[src/common/cgot_params.svh]
`ifndef CGOT_PARAMS_SVH
`define CGOT_PARAMS_SVH
// table geometry
`define CGOT_NCOL          16
`define CGOT_COL_W         4
// register byte offsets
`define CGOT_ADR_MODE      8'h00
`define CGOT_ADR_COL       8'h04
`define CGOT_ADR_GAIN      8'h08
`define CGOT_ADR_OFS       8'h0C
`define CGOT_ADR_REVERT    8'h10
`define CGOT_ADR_PERSIST   8'h14
`define CGOT_ADR_STATUS    8'h18
// status bit positions
`define CGOT_ST_BUSY       0
`define CGOT_ST_SAVED      1
`define CGOT_ST_OFS_ERR    2
`define CGOT_ST_ACC_ERR    3
// coefficient formats and reset values
`define CGOT_OFS_STEP_BITS 5
`define CGOT_GAIN_UNITY    16'h1000
`define CGOT_GAIN_FRAC     12
`define CGOT_OFS_ZERO      16'h0000
`define CGOT_PIX_MAX       16'hFFFF
`define CGOT_MODE_RST      2'h0
`define CGOT_COL_RST       4'h0
`endif

[src/common/cgot_pkg.sv]
`include "cgot_params.svh"
package cgot_pkg;
  typedef enum logic [1:0] {
    CGOT_FACTORY = 2'h0,
    CGOT_USER    = 2'h1,
    CGOT_CALIB   = 2'h2
  } cgot_mode_t;

  typedef enum logic [2:0] {
    CGOT_IDLE  = 3'h1,
    CGOT_ACC   = 3'h2,
    CGOT_ACKED = 3'h4
  } cgot_bus_st_t;

  typedef struct packed {
    logic [15:0] gain;
    logic [15:0] offset;
  } cgot_coeff_t;

  typedef struct packed {
    logic                   valid;
    logic [`CGOT_COL_W-1:0] col;
    logic [15:0]            data;
  } cgot_pix_t;
endpackage : cgot_pkg

[src/cgot_mem.sv]
`timescale 1ns/10ps
`include "cgot_params.svh"
module cgot_mem
  import cgot_pkg::*;
(
  input  wire logic                   clk_i,
  input  wire logic                   we_i,
  input  wire logic [`CGOT_COL_W-1:0] waddr_i,
  input  wire cgot_coeff_t            wdata_i,
  input  wire logic [`CGOT_COL_W-1:0] raddr_a_i,
  output cgot_coeff_t                 rdata_a_o,
  input  wire logic [`CGOT_COL_W-1:0] raddr_b_i,
  output cgot_coeff_t                 rdata_b_o
);
  cgot_coeff_t mem_reg [`CGOT_NCOL];

  // read before write: a same-edge read returns the old entry
  always_ff @(posedge clk_i) begin
    if (we_i) begin
      mem_reg[waddr_i] <= wdata_i;
    end
    rdata_a_o <= mem_reg[raddr_a_i];
    rdata_b_o <= mem_reg[raddr_b_i];
  end
endmodule : cgot_mem

[src/cgot_top.sv]
// The register offsets and register access over Wishbone were left to the implementer.
`timescale 1ns/10ps
`include "cgot_params.svh"
// Behaviour
// - coefficients reachable only in calibration mode
// - mode selector: factory, user or calibration
// - column selector picks column, resets to zero
// - gain access hits selected column's entry
// - 16-bit offset access hits selected column
// - revert restores last saved table
// - nothing saved: revert loads neutral coefficients
// - persist stores user table to retained memory; here reset clears the saved flag, so the saved table is dropped
// - persist overwrites the single saved table
// - pixel = (raw + offset) times gain
// - calibration forces correction off
// - factory follows gain level, user does not
// - offset not multiple of step is rejected
module cgot_top
  import cgot_pkg::*;
(
  input  wire logic        clk_i,
  input  wire logic        rst_i,
  input  wire logic        cyc_i,
  input  wire logic        stb_i,
  input  wire logic        we_i,
  input  wire logic [3:0]  sel_i,
  input  wire logic [7:0]  adr_i,
  input  wire logic [31:0] dat_i,
  output logic      [31:0] dat_o,
  output logic             ack_o,
  output logic             err_o,
  input  wire logic        correction_on_i,
  input  wire logic [1:0]  gain_level_i,
  input  wire cgot_pix_t   pix_i,
  output cgot_pix_t        pix_o
);
  localparam cgot_coeff_t NEUTRAL = '{gain: `CGOT_GAIN_UNITY, offset: `CGOT_OFS_ZERO};

  cgot_bus_st_t           st_reg;
  cgot_mode_t             mode_reg;
  logic [`CGOT_COL_W-1:0] col_reg;
  logic                   ofs_err_reg;
  logic                   acc_err_reg;
  logic                   saved_valid_reg;
  logic                   copy_busy_reg;
  logic                   copy_persist_reg;
  logic [`CGOT_COL_W:0]   rd_idx_reg;
  logic                   wr_pend_reg;
  logic [`CGOT_COL_W-1:0] wr_idx_reg;
  cgot_pix_t              p1_reg;
  logic [1:0]             lvl_reg;
  cgot_coeff_t            ua;
  cgot_coeff_t            ub;
  cgot_coeff_t            sa;

  ////////////////////////////////////////////////////////////////////////////
  // bus decode
  wire logic [31:0] wmask;
  genvar b;
  generate
    for (b = 0; b < 4; b++) begin : g_lane
      assign wmask[8*b +: 8] = {8{sel_i[b]}};
    end
  endgenerate

  wire logic [31:0] wdata    = dat_i & wmask;
  wire logic        take     = cyc_i & stb_i & (st_reg == CGOT_IDLE) & ~copy_busy_reg;
  wire logic        acc      = st_reg == CGOT_ACC;
  wire logic        hit_mode = adr_i == `CGOT_ADR_MODE;
  wire logic        hit_col  = adr_i == `CGOT_ADR_COL;
  wire logic        hit_gain = adr_i == `CGOT_ADR_GAIN;
  wire logic        hit_ofs  = adr_i == `CGOT_ADR_OFS;
  wire logic        hit_rev  = adr_i == `CGOT_ADR_REVERT;
  wire logic        hit_per  = adr_i == `CGOT_ADR_PERSIST;
  wire logic        hit_stat = adr_i == `CGOT_ADR_STATUS;
  wire logic        is_calib = mode_reg == CGOT_CALIB;
  wire logic        unmapped = ~(hit_mode | hit_col | hit_gain | hit_ofs | hit_rev
                                 | hit_per | hit_stat);
  wire logic        tbl_hit  = hit_gain | hit_ofs | hit_rev | hit_per;
  wire logic        ofs_bad  = |wdata[`CGOT_OFS_STEP_BITS-1:0];
  wire logic        mode_bad = (wdata[1:0] == 2'h3) | (|wdata[31:2]);
  wire logic        col_bad  = |wdata[31:`CGOT_COL_W];
  // the table group is locked outside calibration, reads and writes alike
  wire logic        bad      = unmapped | (tbl_hit & ~is_calib)
                               | (we_i & hit_ofs & ofs_bad)
                               | (we_i & hit_mode & mode_bad)
                               | (we_i & hit_col & col_bad);
  wire logic        wr_ok    = acc & we_i & ~bad;
  wire logic        coeff_wr = wr_ok & (hit_gain | hit_ofs);
  wire logic        start    = wr_ok & (hit_rev | hit_per);
  wire logic [3:0]  stat     = {acc_err_reg, ofs_err_reg, saved_valid_reg, copy_busy_reg};
  wire logic [31:0] rd_mux   = hit_mode ? 32'(mode_reg) :
                               hit_col  ? 32'(col_reg) :
                               (hit_gain & is_calib) ? 32'(ua.gain) :
                               (hit_ofs & is_calib)  ? 32'(ua.offset) :
                               hit_stat ? 32'(stat) : 32'h0000_0000;
  wire logic        ofs_set  = acc & we_i & hit_ofs & ofs_bad & is_calib;
  wire logic        acc_set  = acc & bad;
  wire logic        stat_wr  = wr_ok & hit_stat;

  ////////////////////////////////////////////////////////////////////////////
  // bus state machine and control registers
  always_ff @(posedge clk_i) begin
    if (rst_i) begin
      st_reg <= CGOT_IDLE;
      ack_o  <= 1'b0;
      err_o  <= 1'b0;
      dat_o  <= 32'h0000_0000;
    end else begin
      case (st_reg)
        CGOT_IDLE: begin
          if (take) begin
            st_reg <= CGOT_ACC;
          end
        end
        CGOT_ACC: begin
          st_reg <= CGOT_ACKED;
          ack_o  <= ~bad;
          err_o  <= bad;
          dat_o  <= (we_i | bad) ? 32'h0000_0000 : rd_mux;
        end
        default: begin
          st_reg <= CGOT_IDLE;
          ack_o  <= 1'b0;
          err_o  <= 1'b0;
        end
      endcase
    end
  end

  always_ff @(posedge clk_i) begin
    if (rst_i) begin
      mode_reg    <= cgot_mode_t'(`CGOT_MODE_RST);
      col_reg     <= `CGOT_COL_RST;
      ofs_err_reg <= 1'b0;
      acc_err_reg <= 1'b0;
    end else begin
      if (wr_ok & hit_mode) begin
        mode_reg <= cgot_mode_t'(wdata[1:0]);
      end
      if (wr_ok & hit_col) begin
        col_reg <= wdata[`CGOT_COL_W-1:0];
      end
      // a new error in the clearing cycle survives
      ofs_err_reg <= ofs_set | (ofs_err_reg & ~(stat_wr & wdata[`CGOT_ST_OFS_ERR]));
      acc_err_reg <= acc_set | (acc_err_reg & ~(stat_wr & wdata[`CGOT_ST_ACC_ERR]));
    end
  end

  ////////////////////////////////////////////////////////////////////////////
  // table copy engine; reset runs a revert so the user table starts neutral
  wire logic rd_more = rd_idx_reg != (`CGOT_COL_W+1)'(`CGOT_NCOL);

  always_ff @(posedge clk_i) begin
    if (rst_i) begin
      copy_busy_reg    <= 1'b1;
      copy_persist_reg <= 1'b0;
      rd_idx_reg       <= '0;
      wr_pend_reg      <= 1'b0;
      wr_idx_reg       <= '0;
      saved_valid_reg  <= 1'b0;
    end else if (start) begin
      copy_busy_reg    <= 1'b1;
      copy_persist_reg <= hit_per;
      rd_idx_reg       <= '0;
      wr_pend_reg      <= 1'b0;
      saved_valid_reg  <= saved_valid_reg | hit_per;
    end else if (copy_busy_reg) begin
      copy_busy_reg <= rd_more;
      wr_pend_reg   <= rd_more;
      wr_idx_reg    <= rd_idx_reg[`CGOT_COL_W-1:0];
      if (rd_more) begin
        rd_idx_reg <= rd_idx_reg + 1'b1;
      end
    end
  end

  wire logic [`CGOT_COL_W-1:0] raddr = copy_busy_reg ? rd_idx_reg[`CGOT_COL_W-1:0] : col_reg;
  wire logic        copy_wr = copy_busy_reg & wr_pend_reg;
  // no saved table yet means revert writes neutral entries
  wire cgot_coeff_t rev_src = saved_valid_reg ? sa : NEUTRAL;
  wire cgot_coeff_t bus_ent = hit_gain ?
                              cgot_coeff_t'{gain: wdata[15:0], offset: ua.offset} :
                              cgot_coeff_t'{gain: ua.gain, offset: wdata[15:0]};
  wire logic        u_we    = (copy_wr & ~copy_persist_reg) | coeff_wr;
  wire logic        s_we    = copy_wr & copy_persist_reg;
  wire logic [`CGOT_COL_W-1:0] u_waddr = copy_busy_reg ? wr_idx_reg : col_reg;
  wire cgot_coeff_t u_wdata = copy_busy_reg ? rev_src : bus_ent;

  cgot_mem u_user (
    .clk_i     (clk_i),
    .we_i      (u_we),
    .waddr_i   (u_waddr),
    .wdata_i   (u_wdata),
    .raddr_a_i (raddr),
    .rdata_a_o (ua),
    .raddr_b_i (pix_i.col),
    .rdata_b_o (ub)
  );

  // stands in for the retained store; the far side would back it with flash
  cgot_mem u_saved (
    .clk_i     (clk_i),
    .we_i      (s_we),
    .waddr_i   (wr_idx_reg),
    .wdata_i   (ua),
    .raddr_a_i (raddr),
    .rdata_a_o (sa),
    .raddr_b_i (pix_i.col),
    .rdata_b_o ()
  );

  ////////////////////////////////////////////////////////////////////////////
  // pixel path, two cycles
  wire cgot_coeff_t fact = '{gain: `CGOT_GAIN_UNITY + 16'({lvl_reg, p1_reg.col}),
                             offset: `CGOT_OFS_ZERO};
  wire cgot_coeff_t coeff_sel = (mode_reg == CGOT_FACTORY) ? fact : ub;
  wire logic        corr_en = correction_on_i & ~is_calib;
  wire logic signed [17:0] sum = $signed({2'b00, p1_reg.data})
                                 + $signed({{2{coeff_sel.offset[15]}}, coeff_sel.offset});
  wire logic [16:0] sum_pos = sum[17] ? 17'h0_0000 : sum[16:0];
  wire logic [32:0] prod    = sum_pos * coeff_sel.gain;
  wire logic [20:0] scaled  = prod[`CGOT_GAIN_FRAC +: 21];
  wire logic [15:0] sat     = (|scaled[20:16]) ? `CGOT_PIX_MAX : scaled[15:0];

  always_ff @(posedge clk_i) begin
    if (rst_i) begin
      p1_reg  <= '0;
      lvl_reg <= 2'h0;
      pix_o   <= '0;
    end else begin
      p1_reg  <= pix_i;
      lvl_reg <= gain_level_i;
      pix_o   <= '{valid: p1_reg.valid, col: p1_reg.col,
                   data: corr_en ? sat : p1_reg.data};
    end
  end
endmodule : cgot_top

[config.mk]
export PLATFORM = sky130hd
export DESIGN_NAME = cgot_top
export DESIGN_NICKNAME = d
export VERILOG_FILES = /design/src/common/cgot_pkg.sv /design/src/cgot_mem.sv /design/src/cgot_top.sv
export VERILOG_INCLUDE_DIRS = /design/src /design/src/common
export SDC_FILE = /design/constraint.sdc
export NUM_CORES = 2
export LEC_CHECK = 0
export BUFFER_PORTS_ARGS = -buffer_cell sky130_fd_sc_hd__buf_2
export CORE_MARGIN = 2
export CORE_UTILIZATION = 50
export CTS_CLUSTER_DIAMETER = 100
export DETAILED_ROUTE_END_ITERATION = 16
export MAX_ROUTING_LAYER = met4
export PLACE_DENSITY = 0.66
export SKIP_LAST_GASP = 1
export SLEW_MARGIN = 30
export SYNTH_ARGS = -nofsm -noshare
export SYNTH_HDL_FRONTEND = slang
export SYNTH_SLANG_ARGS = --single-unit
[constraint.sdc]
create_clock -name clk_i -period 13.6 [get_ports clk_i]
set_input_delay 0.68 -clock clk_i [delete_from_list [all_inputs] [get_ports clk_i]]
set_output_delay 0.68 -clock clk_i [all_outputs]
set_load 0.03 [all_outputs]
==> summary by stage <==
Logic synthesis
After synthesis, the share of flip-flops with an asynchronous set or reset is 0%. The total number of yosys warnings is 0. The cell area after synthesis is 58,900 µm². The largest total area in the synthesized netlist belongs to edfxtp_1.

In the synthesized netlist, the number of instances is 3,844. The most repeated cell in the gate-level netlist after synthesis is edfxtp_1. The flip-flop and latch count after synthesis is 1,206. Ranked by instance count, the synthesized netlist is headed by 1,024 x edfxtp_1, 416 x mux4_2, 377 x nand2_1.

The most instantiated flip-flop cell in the synthesis netlist is edfxtp_1. Yosys mapped the design onto 80 distinct sky130hd cell types. In this run, synthesis inferred 1,024 flip-flops with an integrated enable. Sorting the synthesized cells by area gives the leading types as edfxtp_1 52%, mux4_2 16%, fa_1 7.1%. The share of the Yosys chip area taken by registers is 58.39%. In this run the mean area of a mapped cell was 15.32 µm². The area share of the largest cell type after synthesis is 52.20%.

Route
For this block, the initial DRC count from the detailed router was 3,900. The via count of the routed design is 35,010. The average vias per placed instance is 6.281. The final wirelength is 156.0 mm.

The number of remaining DRC errors is 0. Once detail routing completed, the nets flagged for antenna violations numbered 0. After detailed routing, the average wire length per cell comes to 27.99 µm. The number of detailed-routing iterations run before antenna repair is 6.

Floorplanning
128 I/O pins were placed. From bottom edge to top edge, the die measures 347.2 µm. The overall die area is 120,600 µm². Measured along the x axis, the die boundary spans 347.2 µm.

For this configuration, the core starts out at a cell density of 50.55%. The core region is 116,500 µm². The number of standard-cell rows in the floorplan is 125.

GRT
The maximum number of pins on one net before global-route repair is 123. The initial antenna violation count came to 5. The total overflow reported by the global router is 0. The via count of the first global-routing pass was 35,170. For this run, the total global-route usage over all layers was measured as 26.81%. The global-route wire length before repair is 230.8 mm.

Placement
The sum of net half-perimeters after detailed placement is 94.59 mm. The routability congestion estimate is 0.9608. The worst slack after detailed placement is 3.000 ns. Port buffering added 111 buffers.

The post-placement cell area is 61,560 µm².

Critical path
The kind of start point of the critical path is a register. The largest single stage delay on the critical path is 0.84 ns. The cell that appears most often on the critical path is fa_1. Of all nets on the critical path, the largest fanout is 42. The critical path's slowest cell is a2111oi_4. The kind of end point of the critical path is a register. At the worst endpoint, the required time is 14.13 ns. The critical path start-end classification is register to register. The worst path arrival time is 11.34 ns.

CTS
Clock tree synthesis selected as its root buffer the cell clkbuf_16. The clock passes through at most 3 buffers. TritonCTS built the clock tree. The quantity of hold-fixing buffers added after cts is 0. The clock net in this run drives a total of 1,206 sinks.

Once the clock tree was built, the resizer swapped 0 gates to a different size. The clock buffer count from CTS is 119. The number of levels in the clock H-tree is 3. For the worst-skew pair, the clock arrives at the later sink with an insertion delay of 0.73 ns. Clock-pin slew was measured on the worst setup and hold paths at 0.06 ns.

Once the clock tree was built, the setup fixing pass inserted 0 buffers.

Timing
The shortest period the worst path allows is 10.81 ns. The final number of max-transition violations is 0. The final-layout worst hold slack is 0.1967 ns. At the pin with the least slew margin, the transition time is 0.9694 ns.

For the final database, setup skew stands at 0.04845 ns. Setup violations remaining at the end of the flow were counted as 0. The hold violation count in the final report is 0.

In the final timing run, aggregate negative setup slack is 0 ns. The worst pin sits at a relative slew slack of 35.13%. Across all setup checks in the final design, the least slack found is 2.791 ns. Setup repair after global routing left no endpoint under its margin.

After layout, the worst path uses 79.48% of the clock period. The upper clock frequency limit is 0.09251 GHz.

Cells and area
The register area is 34,390 µm². The fraction of the core area covered by cells at the end of the flow is 56.43%. After the last flow step, the layout net total stands at 4,348.

The fraction of layout cells with a size suffix above 1 is 21.86%. Summing all multi-input logic gate instances after layout gives 22,950 µm². The finished cells cover 65,760 µm². Relative to the synthesized area, the layout overhead comes to 11.64%. The final-layout fill cell count is 9,061.

Flow run
The tool flagged a number of max-cap violations equal to 0.

Power
The internal portion of the total power is 6.363 mW. Combinational logic is responsible for 7.6% of the overall power. Dividing total power by cell area gives a power density of 125.6 nW/µm². Summed over all cells, the static leakage comes to 23.53 nW. The clock power share is 41.3%.

The portion of total power attributed to sequential cells is 51.1%. In this run switching power makes up 22.98% of total power. The analysis attributes to net switching a power of 1.898 mW.

Across the VDD grid, the largest voltage drop is 0.1386 mV.

Run status
The run finished with clean final reports.

Hold path
The tightest min-delay check is of the primary input to register type.
logic make-up after synthesis:
| logic type | count (synthesis) | synth area share, % |
|---|---|---|
| and+or+nand+nor | 914 | 7.084 |
| DFF | 1206 | 58.39 |
| xor gates and xnor gates | 40 | 0.5948 |
| adders and majority gates | 329 | 9.640 |
| other | 1 | 0.006367 |
| muxes | 431 | 16.17 |
| AOI/OAI and AO/OA | 428 | 4.822 |
| buffers and inverters | 495 | 3.290 |
through the flow:
| stage | total power [mW] | std cells |
|---|---|---|
| 2_1_floorplan | 4.693 | 3859 |
| 3_3_place_gp | 4.921 | 5346 |
| 3_5_place_dp | 4.929 | 5346 |
| 4_1_cts | 8.305 | 5570 |
| 5_1_grt | 8.516 | 5573 |
| 6_report | 8.261 | 5574 |
layer usage:
layer	routed length [µm]	GRT usage, %	vias up
met2	74450	41.25	1814
met4	4804	8.527	0
met1	62750	37.12	18260
met3	13990	4.104	263
li1	-	-	14680
met5	0	-	-
path summary, 6_finish.rpt:
kind / depth (start not counted) / endpoint / slack [ns] / start
max: 30 / pix_o[1] / 2.79 / mode_reg[1]
min: 2 / p1_reg[0] / 0.20 / pix_i[0]
max reg2reg: 30 / pix_o[1] / 2.79 / mode_reg[1]
min reg2reg: 1 / pix_o[20] / 0.45 / p1_reg[20]
power groups by stage:
stage,Combinational [mW],Clock [mW],Sequential (mW)
after global placement,0.624,0,4.30
after detailed placement,0.626,0,4.30
final,0.628,3.41,4.23
after CTS,0.630,3.45,4.22
after global routing,0.679,3.60,4.23
after floorplan,0.438,0,4.25
layout make-up:
type / instances / share of cell area [%]
Clock inverter: 67 / 1.138
Multi-Input combinational cell: 2158 / 34.90
Antenna cell: 1 / 0.003806
Timing Repair Buffer: 214 / 2.188
Clock buffer: 157 / 5.151
Inverter: 247 / 1.410
Sequential cell: 1206 / 52.31
Tap cell: 1524 / 2.900
worst max-delay path, delay by kind of cell (launching register included):
| kind | cells | cell delay, ns |
|---|---|---|
| AO/OA/AOI/OAI | 4 | 1.63 |
| flip-flops | 1 | 0.54 |
| AND/OR/NAND/NOR | 12 | 3.26 |
| adder cells (fa/ha/maj) | 8 | 3.57 |
| multiplexers | 1 | 0.32 |
| XOR/XNOR | 1 | 0.15 |
| buffers and inverters | 4 | 1.11 |
placed cells by master, fill, tap and decap left out, types with 13 or more instances in the layout:
cell type,synthesis,layout
dfxtp_1,182,181
a211oi_1,72,72
a21o_1,35,34
and2_1,105,105
a31oi_1,67,67
clkbuf_16,0,126
nor2b_1,39,39
a311oi_1,18,18
nand3_1,17,17
clkbuf_1,167,18
nand2b_1,17,17
clkinv_1,0,13
mux4_2,416,416
o21ai_0,51,40
nor2_4,0,28
edfxtp_1,1024,1024
a22oi_1,19,19
nand2_1,377,377
buf_4,16,92
nor3_1,24,20
ha_1,121,121
fa_1,208,208
and3_1,27,27
inv_1,247,247
xnor2_1,28,27
a21oi_1,104,100
nand4_1,22,22
nor2_1,241,213
clkinv_2,0,24
nor4_1,13,13
buf_2,4,110
conb_1,1,16
Power figures use the tool's default switching activity.
